**src/include/fdss_defines.svh**
```systemverilog
`ifndef FDSS_DEFINES_SVH
`define FDSS_DEFINES_SVH
`define FDSS_CTRL_WIDTH 16
`define FDSS_RSVD_MSB 15
`define FDSS_RSVD_LSB 10
`define FDSS_RSVD_RESET 6'h00
`define FDSS_BIT_CUR_B_UNDER 9
`define FDSS_BIT_CUR_B_OVER 8
`define FDSS_BIT_CUR_A_UNDER 7
`define FDSS_BIT_CUR_A_OVER 6
`define FDSS_BIT_U_UNDER 5
`define FDSS_BIT_U_OVER 4
`define FDSS_SEL_LSB 4
`define FDSS_SEL_COUNT 6
`define FDSS_SEL_RESET 6'h00
`endif

```
**src/include/fdss_pkg.sv**
```systemverilog
package fdss_pkg;
  typedef logic [5:0] fdss_sel_t;
  typedef enum logic {
    FDSS_SRC_RAW = 1'b0,
    FDSS_SRC_HPF = 1'b1
  } fdss_src_e;
endpackage

```
**src/rtl/fdss_src_mux.sv**
```systemverilog
`timescale 1ns/1ps
module fdss_src_mux
  import fdss_pkg::*;
#(
  parameter int DATA_W = 24
) (
  input wire logic sel,
  input wire logic [DATA_W-1:0] raw_wave,
  input wire logic [DATA_W-1:0] hpf_wave,
  output logic [DATA_W-1:0] det_wave
);
  wire logic use_hpf;
  assign use_hpf = (sel == FDSS_SRC_HPF);
  // Unfiltered waveform whenever the select bit is clear
  assign det_wave = use_hpf ? hpf_wave : raw_wave;
endmodule

```
**src/rtl/fdss_select.sv**
```systemverilog
// Overview of operation
// - Bit 9 routes filtered wave to B under-current.
// - Bit 8 routes filtered wave to B over-current.
// - Bit 7 routes filtered wave to A under-current.
// - Bit 6 routes filtered wave to A over-current.
// - Bit 5 routes filtered wave to under-voltage.
// - Bit 4 routes filtered wave to over-voltage.
`timescale 1ns/1ps
`include "fdss_defines.svh"
module fdss_select
  import fdss_pkg::*;
#(
  parameter int DATA_W = 24
) (
  input wire logic ref_clk,
  input wire logic sys_rst,
  input wire logic ctrl_wr,
  input wire logic [15:0] ctrl_wdata,
  output logic [15:0] ctrl_rdata,
  input wire logic [DATA_W-1:0] current_channel_a_raw,
  input wire logic [DATA_W-1:0] current_channel_a_hpf,
  input wire logic [DATA_W-1:0] current_channel_b_raw,
  input wire logic [DATA_W-1:0] current_channel_b_hpf,
  input wire logic [DATA_W-1:0] voltage_raw,
  input wire logic [DATA_W-1:0] voltage_hpf,
  output logic current_b_under_src_sel,
  output logic current_b_over_src_sel,
  output logic current_a_under_src_sel,
  output logic current_a_over_src_sel,
  output logic voltage_under_src_sel,
  output logic voltage_over_src_sel,
  output logic [DATA_W-1:0] current_b_under_wave,
  output logic [DATA_W-1:0] current_b_over_wave,
  output logic [DATA_W-1:0] current_a_under_wave,
  output logic [DATA_W-1:0] current_a_over_wave,
  output logic [DATA_W-1:0] voltage_under_wave,
  output logic [DATA_W-1:0] voltage_over_wave
);
  fdss_sel_t sel_r;
  fdss_sel_t sel_nxt;
  logic [5:0] rsvd_r;
  logic [5:0] rsvd_nxt;
  wire logic [DATA_W-1:0] raw_vec [6];
  wire logic [DATA_W-1:0] hpf_vec [6];
  wire logic [DATA_W-1:0] wave_vec [6];

  // Reserved bits are stored as written so software can read back what it wrote
  assign sel_nxt = ctrl_wr ? ctrl_wdata[`FDSS_BIT_CUR_B_UNDER:`FDSS_SEL_LSB] : sel_r;
  assign rsvd_nxt = ctrl_wr ? ctrl_wdata[`FDSS_RSVD_MSB:`FDSS_RSVD_LSB] : rsvd_r;

  always_ff @(posedge ref_clk) begin
    if (sys_rst) begin
      sel_r <= `FDSS_SEL_RESET;
      rsvd_r <= `FDSS_RSVD_RESET;
    end else begin
      sel_r <= sel_nxt;
      rsvd_r <= rsvd_nxt;
    end
  end

  // One decode for all six selects keeps the bit map in a single place
  function automatic logic pick_sel(input fdss_sel_t sel, input int pos);
    return sel[pos-`FDSS_SEL_LSB];
  endfunction

  assign ctrl_rdata = {rsvd_r, sel_r, 4'h0};
  assign current_b_under_src_sel = pick_sel(sel_r, `FDSS_BIT_CUR_B_UNDER);
  assign current_b_over_src_sel = pick_sel(sel_r, `FDSS_BIT_CUR_B_OVER);
  assign current_a_under_src_sel = pick_sel(sel_r, `FDSS_BIT_CUR_A_UNDER);
  assign current_a_over_src_sel = pick_sel(sel_r, `FDSS_BIT_CUR_A_OVER);
  assign voltage_under_src_sel = pick_sel(sel_r, `FDSS_BIT_U_UNDER);
  assign voltage_over_src_sel = pick_sel(sel_r, `FDSS_BIT_U_OVER);

  // Index i matches select bit i+4
  assign raw_vec[0] = voltage_raw;
  assign raw_vec[1] = voltage_raw;
  assign raw_vec[2] = current_channel_a_raw;
  assign raw_vec[3] = current_channel_a_raw;
  assign raw_vec[4] = current_channel_b_raw;
  assign raw_vec[5] = current_channel_b_raw;
  assign hpf_vec[0] = voltage_hpf;
  assign hpf_vec[1] = voltage_hpf;
  assign hpf_vec[2] = current_channel_a_hpf;
  assign hpf_vec[3] = current_channel_a_hpf;
  assign hpf_vec[4] = current_channel_b_hpf;
  assign hpf_vec[5] = current_channel_b_hpf;

  for (genvar i = 0; i < `FDSS_SEL_COUNT; i++) begin : g_mux
    fdss_src_mux #(.DATA_W(DATA_W)) u_mux (
      .sel(sel_r[i]),
      .raw_wave(raw_vec[i]),
      .hpf_wave(hpf_vec[i]),
      .det_wave(wave_vec[i])
    );
  end

  // Waves are combinational through the mux; detectors register them anyway
  assign voltage_over_wave = wave_vec[0];
  assign voltage_under_wave = wave_vec[1];
  assign current_a_over_wave = wave_vec[2];
  assign current_a_under_wave = wave_vec[3];
  assign current_b_over_wave = wave_vec[4];
  assign current_b_under_wave = wave_vec[5];

  property p_write_takes;
    @(posedge ref_clk) disable iff (sys_rst)
      ctrl_wr |=> (ctrl_rdata[9:4] == $past(ctrl_wdata[9:4]));
  endproperty
  a_write_takes: assert property (p_write_takes) else $error("select not loaded");

  property p_hold;
    @(posedge ref_clk) disable iff (sys_rst)
      !ctrl_wr |=> $stable(ctrl_rdata);
  endproperty
  a_hold: assert property (p_hold) else $error("register changed without write");

  property p_reset_zero;
    @(posedge ref_clk) sys_rst |=> (ctrl_rdata == 16'h0000);
  endproperty
  a_reset_zero: assert property (p_reset_zero) else $error("reset value wrong");

  property p_b_under;
    @(posedge ref_clk) disable iff (sys_rst)
      ctrl_wr |=> current_b_under_src_sel == $past(ctrl_wdata[9]);
  endproperty
  a_b_under: assert property (p_b_under) else $error("bit 9 select wrong");

  property p_b_over;
    @(posedge ref_clk) disable iff (sys_rst)
      current_b_over_wave == (current_b_over_src_sel ? current_channel_b_hpf
                                                     : current_channel_b_raw);
  endproperty
  a_b_over: assert property (p_b_over) else $error("B over source wrong");

  property p_a_under;
    @(posedge ref_clk) disable iff (sys_rst)
      current_a_under_wave == (ctrl_rdata[7] ? current_channel_a_hpf : current_channel_a_raw);
  endproperty
  a_a_under: assert property (p_a_under) else $error("A under source wrong");

  property p_a_over;
    @(posedge ref_clk) disable iff (sys_rst)
      current_a_over_wave == (ctrl_rdata[6] ? current_channel_a_hpf : current_channel_a_raw);
  endproperty
  a_a_over: assert property (p_a_over) else $error("A over source wrong");

  property p_u_under;
    @(posedge ref_clk) disable iff (sys_rst)
      voltage_under_wave == (ctrl_rdata[5] ? voltage_hpf : voltage_raw);
  endproperty
  a_u_under: assert property (p_u_under) else $error("U under source wrong");

  property p_u_over;
    @(posedge ref_clk) disable iff (sys_rst)
      ctrl_wr ##1 !ctrl_wr |-> voltage_over_src_sel == $past(ctrl_wdata[4]);
  endproperty
  a_u_over: assert property (p_u_over) else $error("bit 4 select wrong");

  property p_b_under_wave;
    @(posedge ref_clk) disable iff (sys_rst)
      current_b_under_wave == (ctrl_rdata[9] ? current_channel_b_hpf : current_channel_b_raw);
  endproperty
  a_b_under_wave: assert property (p_b_under_wave) else $error("B under source wrong");

  property p_u_over_wave;
    @(posedge ref_clk) disable iff (sys_rst)
      voltage_over_wave == (voltage_over_src_sel ? voltage_hpf : voltage_raw);
  endproperty
  a_u_over_wave: assert property (p_u_over_wave) else $error("U over source wrong");

  property p_b_over_sel;
    @(posedge ref_clk) disable iff (sys_rst)
      ctrl_wr |=> current_b_over_src_sel == $past(ctrl_wdata[8]);
  endproperty
  a_b_over_sel: assert property (p_b_over_sel) else $error("bit 8 select wrong");

  property p_a_under_sel;
    @(posedge ref_clk) disable iff (sys_rst)
      ctrl_wr |=> current_a_under_src_sel == $past(ctrl_wdata[7]);
  endproperty
  a_a_under_sel: assert property (p_a_under_sel) else $error("bit 7 select wrong");

  property p_a_over_sel;
    @(posedge ref_clk) disable iff (sys_rst)
      ctrl_wr |=> current_a_over_src_sel == $past(ctrl_wdata[6]);
  endproperty
  a_a_over_sel: assert property (p_a_over_sel) else $error("bit 6 select wrong");

  property p_u_under_sel;
    @(posedge ref_clk) disable iff (sys_rst)
      ctrl_wr |=> voltage_under_src_sel == $past(ctrl_wdata[5]);
  endproperty
  a_u_under_sel: assert property (p_u_under_sel) else $error("bit 5 select wrong");

  // Reserved bits are stored only; what they would do in the device is undefined
  property p_rsvd_store;
    @(posedge ref_clk) disable iff (sys_rst)
      ctrl_wr |=> ctrl_rdata[15:10] == $past(ctrl_wdata[15:10]);
  endproperty
  a_rsvd_store: assert property (p_rsvd_store) else $error("reserved bits not stored");

  property p_reset_sel;
    @(posedge ref_clk) sys_rst |=> !(current_b_under_src_sel || current_b_over_src_sel
      || current_a_under_src_sel || current_a_over_src_sel || voltage_under_src_sel
      || voltage_over_src_sel);
  endproperty
  a_reset_sel: assert property (p_reset_sel) else $error("select set after reset");

  // After reset the over-voltage, B under-current and A over-current detectors must see the unfiltered waveform
  property p_reset_raw;
    @(posedge ref_clk) sys_rst |=>
      (voltage_over_wave == voltage_raw) && (current_b_under_wave == current_channel_b_raw)
      && (current_a_over_wave == current_channel_a_raw);
  endproperty
  a_reset_raw: assert property (p_reset_raw) else $error("reset did not select raw");

  property p_sel_hold;
    @(posedge ref_clk) disable iff (sys_rst)
      !ctrl_wr |=> $stable(voltage_over_src_sel) && $stable(current_b_under_src_sel);
  endproperty
  a_sel_hold: assert property (p_sel_hold) else $error("select moved without write");

  c_all_hpf: cover property (@(posedge ref_clk) disable iff (sys_rst)
    ctrl_wr && ctrl_wdata[9:4] == 6'h3F ##1 ctrl_rdata[9:4] == 6'h3F);
  c_back_raw: cover property (@(posedge ref_clk) disable iff (sys_rst)
    ctrl_rdata[9:4] == 6'h3F ##[1:20] ctrl_rdata[9:4] == 6'h00);
  c_back_to_back: cover property (@(posedge ref_clk) disable iff (sys_rst)
    ctrl_wr ##1 ctrl_wr);
  c_mid_reset: cover property (@(posedge ref_clk)
    (ctrl_rdata != 16'h0000) && sys_rst ##1 !sys_rst);
endmodule

```
**config.mk**
```make
export PLATFORM = sky130hd
export DESIGN_NAME = fdss_select
export DESIGN_NICKNAME = d
export VERILOG_FILES = /design/src/include/fdss_pkg.sv /design/src/rtl/fdss_src_mux.sv /design/src/rtl/fdss_select.sv
export VERILOG_INCLUDE_DIRS = /design/src /design/src/include
export SDC_FILE = /design/constraint.sdc
export NUM_CORES = 1
export LEC_CHECK = 0
export BUFFER_PORTS_ARGS = -buffer_cell sky130_fd_sc_hd__buf_2
export CAP_MARGIN = 0
export CORE_AREA = 2 2 128 130
export DETAILED_ROUTE_END_ITERATION = 10
export DIE_AREA = 0 0 130 132
export GPL_TIMING_DRIVEN = 0
export SYNTH_ARGS = -nofsm -noshare
export SYNTH_HDL_FRONTEND = slang
export SYNTH_HIERARCHICAL = 1
export SYNTH_SLANG_ARGS = --single-unit
```
**constraint.sdc**
```tcl
create_clock -name ref_clk -period 2.7 [get_ports ref_clk]
set_clock_uncertainty 0.15 [all_clocks]
set_input_delay 0 -clock ref_clk [delete_from_list [all_inputs] [get_ports ref_clk]]
set_output_delay 0 -clock ref_clk [all_outputs]
set_load 0.1 [all_outputs]
```
==> summary.md <==
| Metric | Value |
|---|---|
| Status | `completed` |
| RSZ-0062 raised after global routing | `no` |
| IO Port Bufs | `320` |
| Vias in the first global route | `2886` |
| Final #Nets | `716` |
| Cell taking the most area after synthesis | `mux2_4` |
| Setup violators final | `0` |
| I/O pin count | `roughly 330` |
| Post-synthesis average cell area | `approximately 14 sq um` |
| Post-Route Setup TNS | `0 ns` |
| Die Area | `17160 sq um` |
| WS Path Type | `reg2out` |
| Min Clock Period, post-route | `approximately 1.8 ns` |
| Via count | `2952` |
| Worst-path maximum fanout | `10` |
| CTS Buffer Depth | `2` |
| First drt pass iteration count | `4` |
| P per Cell Area | `roughly 550 nW/um^2` |
| CTS sink count | `12` |
| CTS Buf Count | `3` |
| GRT Total Usage | `0.1089` |
| Synthesized area | `~2900 sq um` |
| Synth area leaders | `mux2_4, mux2_2, buf_12` |
| Count of cell types in the netlist | `10` |
| Routability cong. | `0.7590` |
| Worst EP arrival | `1.62 ns` |
| Largest net degree at the start of global routing | `11` |
| Max-slew headroom | `0.5760` |
| Fin. max-slew vios | `0` |
| Final WL | `10420 microns` |
| Share of cells above drive strength 1 | `0.9004` |
| HPWL after detailed placement | `9130 microns` |
| Setup WS pre-CTS | `around 1.2 ns` |
| First-pass GRT wire length | `15110 microns` |
| GR Overflow Total | `0` |
| ANT nets after route | `0` |
| Tcrit/Tclk final | `0.6540` |
| Clk_lat worst skew | `0.24 ns` |
| Number of synthesized register bits | `12` |
| H-tree lvl count | `1` |
| Rows | `46` |
| Peak supply drop | `around 0.21 mV` |
| Core area | `15710 sq um` |
| Initial antenna violation count | `2` |
| WHS | `0.1296 ns` |
| Layout area overhead | `73.45%` |
| Die Span Y | `approximately 130 microns` |
| Final WS setup | `0.9342 ns` |
| Post-Syn Instances | `211` |
| # resized after CTS | `0` |
| Register area share after synthesis | `0.08344` |
| CTS tree | `done` |
| Static Leak | `2.744 nW` |
| DR DRC count | `0` |
| Worst hold-check path type | `in2reg` |
| DR iter-0 viols | `76` |
| Yosys warning count | `6` |
| Vias per Instance | `3.839` |
| Startpoint Class | `flip-flop` |
| DR WL/cell | `13.54 microns` |
| Width of the chip | `130 microns` |
| CTS root buffer | `clkbuf_16` |
| Post-synth top area share | `0.6258` |
| Reg clk slew, reported paths | `0.05 ns` |
| Final design utilization | `0.3178` |
| Fmax | `566.3 MHz` |
| Max_cap viols | `0` |
| Initial Util | `0.1832` |
| Setup crit end kind | `output port` |
| Hold Vio Cnt, Final | `0` |
| Worst-Margin Slew | `roughly 0.64 ns` |
| Required @ worst endpoint | `2.55 ns` |
## cell type report
cell class | instances | area (sq um)
clock buffers | 4 | 88.84
fillers | 1663 | 10720
repair buffers | 334 | 1742
flip-flops and latches | 12 | 240.2
diodes | 1 | 2.502
well taps | 216 | 270.3
plain buffers | 30 | 397.9
multi-input cells | 172 | 2252
## cell usage in the layout (no fill, tap or decap)
master	n
buf_2	320
mux2_4	120
mux2_2	24
dlygate4sd3_1	14
mux2i_1	12
nor2_1	12
buf_12	12
dfxtp_1	12
buf_4	10
buf_6	7
conb_1	4
clkbuf_16	3
diode_2	1
clkbuf_1	1
clkbuf_8	1
## timing repair
action	4_1_cts	5_1_grt
endpoints found under the setup margin	0	0
hold buffers	14	0
setup buffers	0	0
hold endpoints to repair	12	0
## kinds of logic (layout without fill, tap and decap cells)
kind of cell,count (synthesis),count (layout),synth area share
mux,156,156,0.7614
buf+inv,30,368,0.1382
flops,12,12,0.08344
simple gates,12,12,0.01564
other cells,1,5,0.001303
## synthesized netlist by cell type, drive strengths merged
cell    number
clkbuf       1
mux2       144
mux2i       12
buf         29
nor2        12
conb         1
dfxtp       12
## path summary, 6_finish.rpt
path / from / end / slack [ns] / depth (start not counted)
setup reg to reg: sel_r[3] / sel_r[3] / 1.38 / 3
setup / recovery: sel_r[2] / current_a_over_wave[7] / 0.93 / 4
hold reg to reg: rsvd_r[1] / rsvd_r[1] / 0.35 / 2
hold / removal: ctrl_wr / rsvd_r[0] / 0.13 / 4
## power breakdown
group	internal (mW)	switching (mW)
clock network	0.225	0.0910
logic	0.531	1.69
registers	0.188	0.00931
## layer usage
metal  wire (microns)  up-vias  GRT usage
met4                2        2    0.01075
met3              905        2    0.02516
met1             4139     1335     0.1214
li1                 -     1444          -
met2             5355      169     0.2126
met5               13        -          0
## state kept, by name, summed over array words and instances, names as in the netlist
register	cells
rsvd_r	6
sel_r	6
## critical path: stages, from the launching register on
cell and delay, ns:
dfxtp_1 0.42, buf_6 0.18, buf_12 0.15, mux2_4 0.31, buf_2 0.29
## per-stage QoR
stage | std cells | total power [mW] | instance area (sq um)
2_1_floorplan | 214 | 2.092 | 2890
3_3_place_gp | 750 | 2.410 | 4762
3_5_place_dp | 750 | 2.414 | 4762
4_1_cts | 768 | 2.768 | 4991
5_1_grt | 769 | 2.823 | 4994
6_report | 769 | 2.737 | 4994
Note: power is estimated with default switching activity, not from simulation.
